`config.mk`:
```
export PLATFORM = sky130hd
export DESIGN_NAME = vmc_vbus_monitor
export DESIGN_NICKNAME = d
export VERILOG_FILES = /design/src/vmc_pkg.sv /design/src/vmc_vbus_select.sv /design/src/vmc_vbus_monitor.sv
export SDC_FILE = /design/constraint.sdc
export NUM_CORES = 1
export LEC_CHECK = 0
export ABC_AREA = 0
export BUFFER_PORTS_ARGS = -buffer_cell sky130_fd_sc_hd__buf_2
export CORE_MARGIN = 2
export CORE_UTILIZATION = 59
export CTS_BUF_LIST = sky130_fd_sc_hd__clkbuf_8
export CTS_CLUSTER_DIAMETER = 40
export CTS_CLUSTER_SIZE = 25
export DETAILED_ROUTE_END_ITERATION = 8
export GPL_TIMING_DRIVEN = 0
export PLACE_DENSITY = 0.86
export REMOVE_ABC_BUFFERS = 1
export SKIP_LAST_GASP = 1
export SLEW_MARGIN = 10
export SYNTH_ARGS = -nofsm -noshare
export SYNTH_HDL_FRONTEND = slang
export SYNTH_SLANG_ARGS = --single-unit
export TNS_END_PERCENT = 20
```
`constraint.sdc`:
```
create_clock -name mclk_i -period 2.5 [get_ports mclk_i]
set_input_delay 0.125 -clock mclk_i [delete_from_list [all_inputs] [get_ports mclk_i]]
set_output_delay 0.125 -clock mclk_i [all_outputs]
set_load 0.03 [all_outputs]
```
`src/vmc_pkg.sv`:
```
package vmc_pkg;

  // Bus geometry
  localparam int unsigned ADDR_W        = 8;
  localparam int unsigned DATA_W        = 32;
  localparam int unsigned REG_W         = 8;
  localparam int unsigned LVL_W         = 2;

  // Register byte offsets
  localparam logic [7:0]  OFF_OTG_CTRL  = 8'h00;
  localparam logic [7:0]  OFF_EN_RISE   = 8'h04;
  localparam logic [7:0]  OFF_EN_FALL   = 8'h08;
  localparam logic [7:0]  OFF_INT_STAT  = 8'h0C;
  localparam logic [7:0]  OFF_EXT_CFG   = 8'h10;
  localparam logic [7:0]  OFF_IO_PWR    = 8'h14;
  localparam logic [7:0]  OFF_IRQ_STAT  = 8'h18;
  localparam logic [7:0]  OFF_IRQ_MASK  = 8'h1C;

  // AXI responses
  localparam logic [1:0]  RESP_OKAY     = 2'b00;
  localparam logic [1:0]  RESP_SLVERR   = 2'b10;

  // Comparator bits, shared by both enable registers and the status register
  localparam int unsigned VBUS_BIT      = 1;
  localparam int unsigned SESS_BIT      = 2;

  // Control register
  localparam int unsigned DISCHARGE_BIT = 3;
  localparam int unsigned CHARGE_BIT    = 4;

  // External indicator configuration
  localparam int unsigned EXT_USE_BIT   = 0;
  localparam int unsigned EXT_PASS_BIT  = 1;
  localparam int unsigned EXT_COMPL_BIT = 2;

  // IO and power management register
  localparam int unsigned UART_MODE_BIT = 0;
  localparam int unsigned DP_PU_BIT     = 1;
  localparam int unsigned DM_PU_BIT     = 2;
  localparam int unsigned UART_LVL_LO   = 3;
  localparam int unsigned UART_LVL_HI   = 4;
  localparam int unsigned NORM_LVL_LO   = 5;
  localparam int unsigned NORM_LVL_HI   = 6;

  // Interrupt status and mask bits
  localparam int unsigned IRQ_W         = 4;
  localparam int unsigned IRQ_VBUS_RISE = 0;
  localparam int unsigned IRQ_VBUS_FALL = 1;
  localparam int unsigned IRQ_SESS_RISE = 2;
  localparam int unsigned IRQ_SESS_FALL = 3;

  // Reset values
  localparam logic [7:0]  RST_OTG_CTRL  = 8'h00;
  localparam logic [7:0]  RST_INT_EN    = 8'h06;
  localparam logic [7:0]  RST_EXT_CFG   = 8'h00;
  localparam logic [7:0]  RST_IO_PWR    = 8'h00;
  localparam logic [7:0]  RST_IRQ_MASK  = 8'h00;

endpackage : vmc_pkg

```
`src/vmc_vbus_select.sv`:
```
`timescale 1ns/10ps
module vmc_vbus_select
  import vmc_pkg::*;
(
  // Clock and reset
  input  wire logic mclk_i,
  input  wire logic rst_n_i,
  // Selection controls
  input  wire logic use_ext_i,
  input  wire logic pass_i,
  input  wire logic compl_i,
  input  wire logic cmp_i,
  // Selected source
  output logic      sel_o,
  output logic      changed_o
);

  // No pin carries the external indicator, so it is a constant high
  localparam logic EXT_IND = 1'b1; // see RULE_02

  typedef struct packed {
    logic sel;
    logic changed;
  } vmc_sel_state_t;

  vmc_sel_state_t s;
  vmc_sel_state_t s_nxt;
  logic           ind;

  always_comb begin
    s_nxt = s;
    ind   = compl_i ? ~EXT_IND : EXT_IND;
    if (!use_ext_i) begin
      s_nxt.sel = cmp_i; // see RULE_04
    end else if (pass_i) begin
      s_nxt.sel = ind; // see RULE_05
    end else begin
      s_nxt.sel = ind & cmp_i; // see RULE_06
    end
    s_nxt.changed = s_nxt.sel ^ s.sel;
  end

  always_ff @(posedge mclk_i) begin
    if (!rst_n_i) begin
      s <= '0;
    end else begin
      s <= s_nxt;
    end
  end

  assign sel_o     = s.sel;
  assign changed_o = s.changed;
endmodule : vmc_vbus_select

```
`src/vmc_vbus_monitor.sv`:
```
// Local design decisions: the AXI4-Lite slave port and the register addresses.
`timescale 1ns/10ps
// What this block does
// RULE_01: Clearing the VBUS-valid enable in both edge enable registers turns the comparator off and status bit 1 reads 0.
// RULE_02: The external VBUS-valid indicator is a constant one inside the device.
// RULE_03: After reset the external indicator path is off, so the internal comparator is reported.
// RULE_04: With external select at 0 the reported VBUS-valid is the internal comparator.
// RULE_05: With external select at 1 the report is fixed 1 for pass-through without complement, fixed 0 with complement.
// RULE_06: With external select at 1 and both pass-through and complement at 0 the report follows the comparator.
// RULE_07: A plain peripheral link should start from session-valid, not from VBUS-valid.
// RULE_08: Control bit 3 switches the VBUS discharge resistor to ground.
// RULE_09: Control bit 4 switches the VBUS charge pull-up resistor.
// RULE_10: In UART mode the regulator output takes the UART regulator level field.
// RULE_11: In UART mode the line state is not presented on data bits 0 and 1.
// RULE_12: With the chip reset low both detection pull-ups are off, otherwise each follows its enable bit.
// RULE_13: Clearing both session-valid enables only stops its interrupts; its state stays readable.
// RULE_14: A change of the selected VBUS-valid source is reported to the link in the next receive command.
module vmc_vbus_monitor
  import vmc_pkg::*;
(
  // Clock and reset
  input  wire logic              mclk_i,
  input  wire logic              rst_n_i,
  // AXI4-Lite write address and data
  input  wire logic [ADDR_W-1:0] s_axi_awaddr_i,
  input  wire logic              s_axi_awvalid_i,
  output logic                   s_axi_awready_o,
  input  wire logic [DATA_W-1:0] s_axi_wdata_i,
  input  wire logic [3:0]        s_axi_wstrb_i,
  input  wire logic              s_axi_wvalid_i,
  output logic                   s_axi_wready_o,
  // AXI4-Lite write response
  output logic [1:0]             s_axi_bresp_o,
  output logic                   s_axi_bvalid_o,
  input  wire logic              s_axi_bready_i,
  // AXI4-Lite read
  input  wire logic [ADDR_W-1:0] s_axi_araddr_i,
  input  wire logic              s_axi_arvalid_i,
  output logic                   s_axi_arready_o,
  output logic [DATA_W-1:0]      s_axi_rdata_o,
  output logic [1:0]             s_axi_rresp_o,
  output logic                   s_axi_rvalid_o,
  input  wire logic              s_axi_rready_i,
  // Analogue comparators and pins
  input  wire logic              vbus_valid_cmp_i,
  input  wire logic              session_valid_cmp_i,
  input  wire logic              chip_reset_n_i,
  input  wire logic [1:0]        linestate_i,
  // Analogue controls
  output logic                   vbus_cmp_en_o,
  output logic                   vbus_discharge_ctl_o,
  output logic                   vbus_charge_ctl_o,
  output logic                   dp_detect_pullup_o,
  output logic                   dm_detect_pullup_o,
  output logic [LVL_W-1:0]       regulator_level_o,
  // Receive command side
  output logic [1:0]             ulpi_data_lo_o,
  output logic                   rxcmd_vbus_valid_o,
  output logic                   rxcmd_req_o,
  input  wire logic              rxcmd_ack_i,
  // Interrupt
  output logic                   irq_o
);

  typedef struct packed {
    logic              awready;
    logic              wready;
    logic              bvalid;
    logic [1:0]        bresp;
    logic              aw_held;
    logic              w_held;
    logic [ADDR_W-1:0] awaddr;
    logic [DATA_W-1:0] wdata;
    logic [3:0]        wstrb;
    logic              arready;
    logic              rvalid;
    logic [1:0]        rresp;
    logic [DATA_W-1:0] rdata;
    logic [REG_W-1:0]  otg_ctrl;
    logic [REG_W-1:0]  en_rise;
    logic [REG_W-1:0]  en_fall;
    logic [REG_W-1:0]  ext_cfg;
    logic [REG_W-1:0]  io_pwr;
    logic [REG_W-1:0]  irq_mask;
    logic [IRQ_W-1:0]  irq_stat;
    logic              vbus_prev;
    logic              sess_prev;
    logic              irq;
    logic              rxcmd_pend;
    logic              rxcmd_vbus;
    logic              cmp_en;
    logic              discharge;
    logic              charge;
    logic              dp_pu;
    logic              dm_pu;
    logic [LVL_W-1:0]  reg_level;
    logic [1:0]        data_lo;
  } vmc_state_t;

  vmc_state_t s;
  vmc_state_t s_nxt;

  logic aw_fire;
  logic w_fire;
  logic ar_fire;
  logic do_wr;
  logic cmp_en;
  logic vbus_gated;
  logic sel_vbus;
  logic sel_changed;

  function automatic logic is_mapped(input logic [ADDR_W-1:0] addr);
    unique case (addr)
      OFF_OTG_CTRL, OFF_EN_RISE, OFF_EN_FALL, OFF_INT_STAT,
      OFF_EXT_CFG, OFF_IO_PWR, OFF_IRQ_STAT, OFF_IRQ_MASK: is_mapped = 1'b1;
      default:                                             is_mapped = 1'b0;
    endcase
  endfunction : is_mapped

  assign aw_fire = s_axi_awvalid_i & s.awready;
  assign w_fire  = s_axi_wvalid_i & s.wready;
  assign ar_fire = s_axi_arvalid_i & s.arready;
  assign do_wr   = s.aw_held & s.w_held & ~s.bvalid;

  // Comparator runs while either edge enable holds its bit
  assign cmp_en     = s.en_rise[VBUS_BIT] | s.en_fall[VBUS_BIT]; // see RULE_01
  assign vbus_gated = vbus_valid_cmp_i & cmp_en; // see RULE_01

  // The selector sees the gated level, so a disabled comparator is also reported low except when pass-through fixes the report high
  vmc_vbus_select u_sel (
    .mclk_i    (mclk_i),
    .rst_n_i   (rst_n_i),
    .use_ext_i (s.ext_cfg[EXT_USE_BIT]),
    .pass_i    (s.ext_cfg[EXT_PASS_BIT]),
    .compl_i   (s.ext_cfg[EXT_COMPL_BIT]),
    .cmp_i     (vbus_gated),
    .sel_o     (sel_vbus),
    .changed_o (sel_changed)
  );

  always_comb begin
    logic [IRQ_W-1:0]  irq_set;
    logic [IRQ_W-1:0]  irq_clr;
    logic [DATA_W-1:0] rd;
    irq_set = '0;
    irq_clr = '0;
    rd      = '0;
    s_nxt   = s;

    // Write channel: address and data may arrive in either order
    if (aw_fire) begin
      s_nxt.aw_held = 1'b1;
      s_nxt.awaddr  = s_axi_awaddr_i;
    end
    if (w_fire) begin
      s_nxt.w_held = 1'b1;
      s_nxt.wdata  = s_axi_wdata_i;
      s_nxt.wstrb  = s_axi_wstrb_i;
    end
    if (do_wr) begin
      s_nxt.aw_held = 1'b0;
      s_nxt.w_held  = 1'b0;
      s_nxt.bvalid  = 1'b1;
      s_nxt.bresp   = is_mapped(s.awaddr) ? RESP_OKAY : RESP_SLVERR;
      // Every field sits in the low byte, so only lane 0 matters
      if (s.wstrb[0]) begin
        case (s.awaddr)
          OFF_OTG_CTRL: s_nxt.otg_ctrl = s.wdata[REG_W-1:0];
          OFF_EN_RISE:  s_nxt.en_rise  = s.wdata[REG_W-1:0];
          OFF_EN_FALL:  s_nxt.en_fall  = s.wdata[REG_W-1:0];
          OFF_EXT_CFG:  s_nxt.ext_cfg  = s.wdata[REG_W-1:0];
          OFF_IO_PWR:   s_nxt.io_pwr   = s.wdata[REG_W-1:0];
          OFF_IRQ_STAT: irq_clr        = s.wdata[IRQ_W-1:0];
          OFF_IRQ_MASK: s_nxt.irq_mask = s.wdata[REG_W-1:0];
          default:      irq_clr        = '0;
        endcase
      end
    end
    if (s.bvalid && s_axi_bready_i) begin
      s_nxt.bvalid = 1'b0;
    end
    s_nxt.awready = ~s_nxt.aw_held & ~s_nxt.bvalid;
    s_nxt.wready  = ~s_nxt.w_held & ~s_nxt.bvalid;

    // Read channel: one outstanding read, data one cycle after the address
    if (ar_fire) begin
      case (s_axi_araddr_i)
        OFF_OTG_CTRL: rd[REG_W-1:0] = s.otg_ctrl;
        OFF_EN_RISE:  rd[REG_W-1:0] = s.en_rise;
        OFF_EN_FALL:  rd[REG_W-1:0] = s.en_fall;
        OFF_INT_STAT: begin
          rd[VBUS_BIT] = vbus_gated; // see RULE_01
          rd[SESS_BIT] = session_valid_cmp_i; // see RULE_13
        end
        OFF_EXT_CFG:  rd[REG_W-1:0] = s.ext_cfg;
        OFF_IO_PWR:   rd[REG_W-1:0] = s.io_pwr;
        OFF_IRQ_STAT: rd[IRQ_W-1:0] = s.irq_stat;
        OFF_IRQ_MASK: rd[REG_W-1:0] = s.irq_mask;
        default:      rd            = '0;
      endcase
      s_nxt.rvalid = 1'b1;
      s_nxt.rdata  = rd;
      s_nxt.rresp  = is_mapped(s_axi_araddr_i) ? RESP_OKAY : RESP_SLVERR;
    end else if (s.rvalid && s_axi_rready_i) begin
      s_nxt.rvalid = 1'b0;
    end
    s_nxt.arready = ~s_nxt.rvalid;

    // Edge events; session-valid enables gate only its interrupts
    s_nxt.vbus_prev = vbus_gated;
    s_nxt.sess_prev = session_valid_cmp_i;
    irq_set[IRQ_VBUS_RISE] = vbus_gated & ~s.vbus_prev & s.en_rise[VBUS_BIT];
    irq_set[IRQ_VBUS_FALL] = ~vbus_gated & s.vbus_prev & s.en_fall[VBUS_BIT];
    irq_set[IRQ_SESS_RISE] = session_valid_cmp_i & ~s.sess_prev & s.en_rise[SESS_BIT]; // see RULE_13
    irq_set[IRQ_SESS_FALL] = ~session_valid_cmp_i & s.sess_prev & s.en_fall[SESS_BIT]; // see RULE_13
    // A new event beats a simultaneous write-one-to-clear
    s_nxt.irq_stat = (s.irq_stat & ~irq_clr) | irq_set;
    s_nxt.irq      = |(s_nxt.irq_stat & s_nxt.irq_mask[IRQ_W-1:0]);

    // Receive command report: held until the ULPI side takes it
    // A change in the acknowledge cycle keeps the report pending, so none is lost
    s_nxt.rxcmd_vbus = sel_vbus; // see RULE_14
    if (sel_changed) begin
      s_nxt.rxcmd_pend = 1'b1; // see RULE_14
    end else if (rxcmd_ack_i) begin
      s_nxt.rxcmd_pend = 1'b0;
    end

    // Analogue controls
    s_nxt.cmp_en    = cmp_en;
    s_nxt.discharge = s.otg_ctrl[DISCHARGE_BIT]; // see RULE_08
    s_nxt.charge    = s.otg_ctrl[CHARGE_BIT]; // see RULE_09
    s_nxt.dp_pu     = chip_reset_n_i & s.io_pwr[DP_PU_BIT]; // see RULE_12
    s_nxt.dm_pu     = chip_reset_n_i & s.io_pwr[DM_PU_BIT]; // see RULE_12
    if (s.io_pwr[UART_MODE_BIT]) begin
      s_nxt.reg_level = s.io_pwr[UART_LVL_HI:UART_LVL_LO]; // see RULE_10
      s_nxt.data_lo   = 2'h0; // see RULE_11
    end else begin
      s_nxt.reg_level = s.io_pwr[NORM_LVL_HI:NORM_LVL_LO];
      s_nxt.data_lo   = linestate_i;
    end
  end

  always_ff @(posedge mclk_i) begin
    // Readies stand high in reset so the first request after release is taken at once
    if (!rst_n_i) begin
      s          <= '0;
      s.awready  <= 1'b1;
      s.wready   <= 1'b1;
      s.arready  <= 1'b1;
      s.otg_ctrl <= RST_OTG_CTRL;
      s.en_rise  <= RST_INT_EN;
      s.en_fall  <= RST_INT_EN;
      s.ext_cfg  <= RST_EXT_CFG; // see RULE_03
      s.io_pwr   <= RST_IO_PWR;
      s.irq_mask <= RST_IRQ_MASK;
    end else begin
      s <= s_nxt;
    end
  end

  assign s_axi_awready_o      = s.awready;
  assign s_axi_wready_o       = s.wready;
  assign s_axi_bresp_o        = s.bresp;
  assign s_axi_bvalid_o       = s.bvalid;
  assign s_axi_arready_o      = s.arready;
  assign s_axi_rdata_o        = s.rdata;
  assign s_axi_rresp_o        = s.rresp;
  assign s_axi_rvalid_o       = s.rvalid;
  assign vbus_cmp_en_o        = s.cmp_en;
  assign vbus_discharge_ctl_o = s.discharge;
  assign vbus_charge_ctl_o    = s.charge;
  assign dp_detect_pullup_o   = s.dp_pu;
  assign dm_detect_pullup_o   = s.dm_pu;
  assign regulator_level_o    = s.reg_level;
  assign ulpi_data_lo_o       = s.data_lo;
  assign rxcmd_vbus_valid_o   = s.rxcmd_vbus;
  assign rxcmd_req_o          = s.rxcmd_pend;
  assign irq_o                = s.irq;
endmodule : vmc_vbus_monitor

```
# After elaboration in Yosys (flattened, before gate mapping)
# Memory sizes are Yosys's and may differ from the RTL's. A register that Yosys moved wholly into a read port is not among the register bits.
# Index checks and enable logic that the tools add are counted.
# word_totals
ff_bits	104
rom_bits	64
inputBits	65
elab_cells	130
memories	2
# classes
n_eq_ne	13
n_mux	30
bitwise_logic	35
reduce_logical	15
# memory_table
memory	words	word_bits	read_ports	rd_clocked_by_memory_dff	wr	line_no	rtl
(no name shown)	32	1	1	1	0	vmc_vbus_monitor.sv:113	unique case (addr)
(no name shown)	32	1	1	0	0	vmc_vbus_monitor.sv:113	
# ops
cell	n
== test 8 x 5 -> 1 bit (second input constant)	8
two-way mux 4 bit	7
== test 8 x 4 -> 1 bit (second input constant)	3
one-hot mux 4 bit (6 select lines)	1
bitwise AND 1 bit	19
AND reduction 3 bit	6
== test 8 x 3 -> 1 bit (second input constant)	2
zero test 8 bit	2
one-hot mux 2 bit (8 select lines)	1
two-way mux 5 bit	3
two-way mux 1 bit	14
one-hot mux 1 bit (7 select lines)	2
NOT 1 bit	10
bitwise AND 4 bit	2
zero test 3 bit	2
two-way mux 2 bit	2
NOT 4 bit	1
bitwise OR 4 bit	1
OR reduction 4 bit	1
logical AND 1 bit	2
nonzero test 2 bit	1
OR reduction 2 bit	1
bitwise OR 1 bit	1
XOR 1 bit	1

# Longest topological paths before layout
# Gate-level depths: netlist of the first run.
# depth
depth_word	9
ltp_mapped	7
ltp_nobuf	5

# Modules after synthesis
# From an unflattened synthesis of the first run, not the netlist that was laid out.
# unflattened
hier_cells	465
area_unflattened_um2	4625.7
# by_module_without_submodules
module	n_inst	cells_per_inst	area_each_um2
vmc_vbus_monitor	1	457	4548.1
vmc_vbus_select	1	8	77.6

# Worst setup path before layout of the first run
# OpenSTA, ideal clock, no wires.
# synth_timing
kind	register to register
startpoint	register s, in the netlist s_axi_bvalid_o
endpoint	register s[26] (netlist name)
setup_time_ns	0.116
arrival_time_ns	1.574
required_ns	2.384
setup_slack_ns	0.810
stages_incl_launch_ff	7
path_buffers	1
period_less_slack_ns	1.690
cell_sequence	dfxtp_1 > and4b_1 > and3_1 > buf_2 > nand2_2 > mux2i_1 > nor2b_1
# synth_between
elab_chain_len	3
# synth_lines
element	line_no	rtl
from (decl)	vmc_vbus_monitor.sv:100	vmc_state_t s;
from (signal assigned)	vmc_vbus_monitor.sv:258	s <= s_nxt;
NOT 1 bit	vmc_vbus_monitor.sv:123	assign do_wr = s.aw_held & s.w_held & ~s.bvalid;
bitwise AND 1 bit	vmc_vbus_monitor.sv:123	
AND reduction 3 bit (no source line)	n/a	
# Every way passes these cells.
# A chain may end at the register's enable or synchronous reset.

# Worst setup path after layout of the first run
# layout_timing
startpoint	register s[143] (netlist name)
endpoint	register s[52] (netlist name)
# layout_between
elab_chain_len	2
# layout_lines
element	line_no	rtl
== test 8 x 3 -> 1 bit	vmc_vbus_monitor.sv:167	case (s.awaddr)
AND reduction 3 bit (no source line)	n/a	
# Every way passes these cells.

==> flow_summary.toml, run 1 <==
[power_and_ir_drop]
p_sw_frac = 0.2583
power.total_mw = 3.135
pwr-share-seq = 0.555
p_int_mw = 2.325
ir_drop_v = 0.0003073
combPwrFrac = 0.107
p_leak_nw = 2.292
p_switching_uw = 809.8
p_clk_frac = 0.338
cellPowerDensity_nw_per_um2 = 619.0

[outcome]
status = "finished clean"

[clocking]
cts.clk_slew.worst_paths_ps = 100
cts_tree = "yes"
numClockSinks = 103
ctsHoldBuffers = 7
postCtsSetupRepairBufs = 0
clockBufferDepth = 2
postCtsResizedCells = 0
numCtsBuffers = 9
clockRootBuffer = "clkbuf_8"
ctsHtreeMaxLevel = 3
clk_latency_ps = 360

[synthesis]
synth-edff-count = 0
synth_top_cell_area_share = 0.4403
synth.area.top_cells = "dfxtp_1 44%, mux2i_1 11%, buf_4 6.4%, nor2b_1 6.1%, nand2_1 4.9%"
syn_area_um2 = 4683
synth.largest_area_cell = "dfxtp_1"
synth.distinct_cells = 55
yosys_warnings = 0
yosysSeqAreaShare = 0.4403
yosys_most_used_dff = "dfxtp_1"
syn_avg_cell_area_um2 = 9.676
synthArstFlopShare = 0
synth_cells = 484
synth_seq_cells = 103

[sta]
setup_ws_ps = 194.8
hold_viol_final = 0
rsz0062_at_grt = "no"
slew_viol_final = 0
setup_viol = 0
skew_ps = 11.77
tns_ps = 0
slew_headroom = 0.4938
max_freq_mhz = 433.8
worst_slew_pin_slew_ps = 759.4
fin_crit_sh = 0.9221
post-route-min-period_ps = 2305

[global_route]
grt_max_degree = 99
antenna_found_initial = 0
grt_pass1_vias = 3257
grt_pass1_wl_mm = 15.01
grt_usage = 0.2168
grt-ovfl-total = 0

[layout]
antenna_cells = 0
layout.nets = 592
drive_above_1_share = 0.1898
layout_common_cells = "103 x dfxtp_1, 63 x buf_2, 61 x nand2_1"
final_common_cell = "dfxtp_1"
area_delta_synth_final_pct = 8.122

[floorplan]
die_area_um2 = 8667
die_w_um = 93.10
fp.dieH_um = 93.10
row_count = 32
num_io_pins = 118
initial_core_util = 0.6061
coreArea_um2 = 7727

[placed_design]
hpwl_mm = 6.288
pre_cts_ws_ps = 178.5
io_buffer_count = 64
place_congestion = 0.8864

[critical_path]
cp_cell_sequence = "nor3_4, and3_1, nand3b_1, mux2i_1, nand2_1"
worstPathArrival_ps = 2530
crit_path_end_kind = "flip-flop"
max_stage_delay_ps = 560
r2r_cells = 5
cp-startpoint = "s[143]"
crit_path_start_kind = "flip-flop"
crit_fanout = 11
crit_path_top_delay_cell = "nand3b_1"
worstReg2RegStart = "s[143]"
crit_path_end = "s[52]"
r2r-end = "s[52]"
rrSetupSlack_ps = 190
worstSetupPathType = "reg2reg"
required_ps = 2720

[route]
via_count = 3400
drtIter0Drc = 202
ant_nets = 0
wl_per_cell_um = 14.20
firstDrtPassIters = 4
drc_errors = 0
routed_wirelength_mm = 9.001
avgViaCountPerCell = 5.363

[min_path]
holdCritPathClass = "in2reg"

[job]
maxCapViolations = 0
cells in the mapped netlist, types with 6 or more instances:
library cell and instances:
and2_1 12, dfxtp_1 103, nor2_1 6, nand2_1 61
buf_4 40, nand3_1 11, clkbuf_1 15, o21ai_0 15
a21boi_0 28, a21oi_1 12, mux2i_1 50, inv_1 10
nor2b_1 46
worst min path at each step:
stage                            startpoint                 end  cells after the start
final                     s_axi_awaddr_i[4]              s[142]                      3
after CTS                    chip_reset_n_i  dm_detect_pullup_o                      2
after detailed placement     linestate_i[1]   ulpi_data_lo_o[1]                      2
after global routing       s_axi_wdata_i[3]              s[109]                      3
after global placement     vbus_valid_cmp_i               s[13]                      2
after floorplan                     rst_n_i               s[44]                      1
worst max-delay path, delay by kind of cell, from the launching register on:
| kind | cells | cell delay, ps |
|---|---|---|
| and+or+nand+nor | 4 | 1490 |
| DFF | 1 | 350 |
| muxes | 1 | 320 |
logic make-up after synthesis:
group | count (synthesis) | synth area share
AOI/OAI and AO/OA | 82 | 0.1202
other | 1 | 0.0008007
buffers and inverters | 74 | 0.1021
xor gates and xnor gates | 1 | 0.001870
DFF | 103 | 0.4403
and+or+nand+nor | 166 | 0.2014
muxes | 57 | 0.1333
area by class of cell:
class / count / area [um^2]
Fill cell: 644 / 2664
Multi-Input combinational cell: 332 / 2237
Sequential cell: 103 / 2062
Timing Repair Buffer: 71 / 392.9
Clock buffer: 11 / 151.4
Tap cell: 102 / 127.6
Clock inverter: 5 / 55.05
Inverter: 10 / 37.54
sequential cells by signal, indices dropped and copies added (netlist names), 2 cells and up, named ones only:
| name | flops |
|---|---|
| ulpi_data_lo_o | 2 |
| regulator_level_o | 2 |
| s_axi_rdata_o | 8 |
| s | 73 |
stage by stage:
step	hold WS, ps	utilization	instances	area (um^2)
floorplan	186.9	-	445	4337
global route	10.30	0.6553	634	5064
finish	3.824	0.6553	634	5064
detailed placement	377.4	0.6192	611	4785
global placement	367.3	0.6192	611	4785
CTS	2.018	0.6550	634	5061
power groups by stage:
| stage | clock [mW] | combinational (mW) | sequential (mW) |
|---|---|---|---|
| final | 1.06 | 0.335 | 1.74 |
| after global routing | 1.14 | 0.372 | 1.75 |
| after CTS | 1.07 | 0.336 | 1.74 |
| after detailed placement | 0 | 0.328 | 1.78 |
| after global placement | 0 | 0.317 | 1.77 |
| after floorplan | 0 | 0.185 | 1.80 |
layer usage:
layer	global-route usage	part of all wire
met5	0	0
met4	0.08946	0.021
met3	0.03546	0.053
met2	0.3551	0.47
met1	0.2860	0.46
(Power assumes the default switching activity.)
==> run 2: changes to the inputs <==
--- a/config.mk
+++ b/config.mk
@@ -8,13 +8,13 @@
 export ABC_AREA = 0
 export BUFFER_PORTS_ARGS = -buffer_cell sky130_fd_sc_hd__buf_2
 export CORE_MARGIN = 2
-export CORE_UTILIZATION = 59
+export CORE_UTILIZATION = 50
 export CTS_BUF_LIST = sky130_fd_sc_hd__clkbuf_8
 export CTS_CLUSTER_DIAMETER = 40
 export CTS_CLUSTER_SIZE = 25
 export DETAILED_ROUTE_END_ITERATION = 8
 export GPL_TIMING_DRIVEN = 0
-export PLACE_DENSITY = 0.86
+export PLACE_DENSITY = 0.78
 export REMOVE_ABC_BUFFERS = 1
 export SKIP_LAST_GASP = 1
 export SLEW_MARGIN = 10
==> constraint.sdc (replaced) <==
create_clock -name mclk_i -period 1.9 [get_ports mclk_i]
set_input_delay 0.095 -clock mclk_i [delete_from_list [all_inputs] [get_ports mclk_i]]
set_output_delay 0.095 -clock mclk_i [all_outputs]
set_load 0.03 [all_outputs]
==> run 2 against run 1 <==
Worst hold slack better by 2.6 ps. Core utilization is 8.2 points lower. Cell count is 3.6% higher. Via count is 0.24% lower. First-iteration DRC count is 48% lower. Cell area is 3.5% higher. Register-to-register slack worse by 180 ps. Critical endpoint is now irq_o. Largest power group unchanged.
==> flow_summary.toml, run 2 (same netlist as run 1, synthesis figures left out) <==
[outcome]
status = "finished clean"

[power_and_ir_drop]
cellPowerDensity_nw_per_um2 = 812.4
p_leak_nw = 2.349
ir_drop_v = 0.0004329

[layout]
largest_reg_flops = 73
layout_common_cells = "103 x dfxtp_1, 63 x buf_2, 61 x nand2_1"
area_delta_synth_final_pct = 11.94
multi_input_area_um2 = 2246
final_common_cell = "dfxtp_1"
antenna_cells = 0
drive_above_1_share = 0.1923
fillers = 806
fin_area_um2 = 5243
top_register = "s"
layout.nets = 607
seq_area_um2 = 2062

[global_route]
antenna_found_initial = 0
grt_usage = 0.1896
grt_pass1_wl_mm = 15.26
grt_max_degree = 99
grt-ovfl-total = 0
grt_pass1_vias = 3249

[route]
firstDrtPassIters = 4
ant_nets = 0
via_count = 3392
avgViaCountPerCell = 5.163
drtIter0Drc = 106
routed_wirelength_mm = 9.269
wl_per_cell_um = 14.11
drc_errors = 0

[floorplan]
num_io_pins = 118
initial_core_util = 0.5117
die_area_um2 = 10160
row_count = 35
fp.dieH_um = 100.8
die_w_um = 100.8
coreArea_um2 = 9153

[sta]
worst_slew_pin_slew_ps = 752.6
rsz0062_at_grt = "yes"
slew_viol_final = 0
max_freq_mhz = 530.7
setup_ws_ps = 15.57
tns_ps = 0
fin_crit_sh = 0.9918
setup_viol = 0
slew_headroom = 0.4983
post-route-min-period_ps = 1884
skew_ps = 15.19
hold_viol_final = 0
hold_slack_ps = 6.416

[critical_path]
r2r_cells = 5
crit_fanout = 8
r2r-end = "irq_o"
crit_path_start_kind = "flip-flop"
crit_path_end_kind = "flip-flop"
worstPathArrival_ps = 2140
worstSetupPathType = "reg2reg"
worstReg2RegStart = "s[143]"
rrSetupSlack_ps = 20
required_ps = 2160

[clocking]
clockBufferDepth = 2
clockRootBuffer = "clkbuf_8"
cts_tree = "yes"
numCtsBuffers = 9
clk_latency_ps = 370
cts.clk_slew.worst_paths_ps = 100
numClockSinks = 103
ctsHtreeMaxLevel = 3

[min_path]
holdCritPathClass = "in2reg"
hold_path_depth = 3
min_to = "s[139]"
hold_start = "s_axi_awaddr_i[1]"

[placed_design]
place_congestion = 0.8074
io_buffer_count = 64
placed_area_um2 = 4796
hpwl_mm = 6.378
pre_cts_ws_ps = -425.6

[job]
maxCapViolations = 0
run 2: changes by cell type in the layout (fill, tap and decap cells not counted), sizes merged:
cell	before	now
buf	64	66
bufinv	1	2
clkbuf	11	10
clkinv	1	0
clkinvlp	1	3
dlygate4sd3	7	20
inv	12	10
run 2: worst max-delay path by stage:
stage | cells after the start | endpoint | start
2_1_floorplan | 5 | s[52] | s_axi_bvalid_o
3_3_place_gp | 5 | s[52] | s[143]
3_5_place_dp | 5 | s[52] | s[143]
4_1_cts | 5 | irq_o | s[142]
5_1_grt | 5 | s[44] | s_axi_bvalid_o
6_report | 5 | irq_o | s[143]
run 2: report_power, final:
part / internal (mW) / switching, mW
combinational: 0.172 / 0.290
clock: 0.770 / 0.737
sequential: 2.23 / 0.0636
total: 3.17 / 1.09
run 2: stage by stage:
stage	utilization	total power, mW	cells
floorplan	-	2.611	445
global placement	0.5240	2.755	620
detailed placement	0.5240	2.769	620
CTS	0.5716	4.288	657
global route	0.5728	4.425	657
finish	0.5728	4.259	657
run 2: final cells by class:
| type | instances | area share |
|---|---|---|
| Multi-Input combinational cell | 332 | 0.4284 |
| Sequential cell | 103 | 0.3933 |
| Timing Repair Buffer | 86 | 0.1026 |
| Tap cell | 111 | 0.02649 |
| Clock buffer | 10 | 0.02625 |
| Clock inverter | 5 | 0.01575 |
| Inverter | 10 | 0.007160 |
run 2: metal layers:
metal  wire length (um)  vias up  global-route usage
li1                   -     1701                   -
met1               4116     1579              0.2518
met2               4578      108              0.3123
met3                535        4             0.03467
met4                 39        0             0.06217
met5                  0        -                   0
run 2: timing repair:
action | CTS | global route
buffers inserted | 2 | 0
endpoints found under the hold margin | 21 | 0
hold buffers | 20 | 0
pin swaps | 1 | 0
gates resized for setup | 0 | 3
endpoints found under the setup margin | 12 | 42
run 2: worst max-delay path: stages (launching register included):
cell and delay [ps]:
dfxtp_1 350, nor3_4 370, nand4_4 310, mux2i_1 300, o22ai_1 120, o31a_1 310
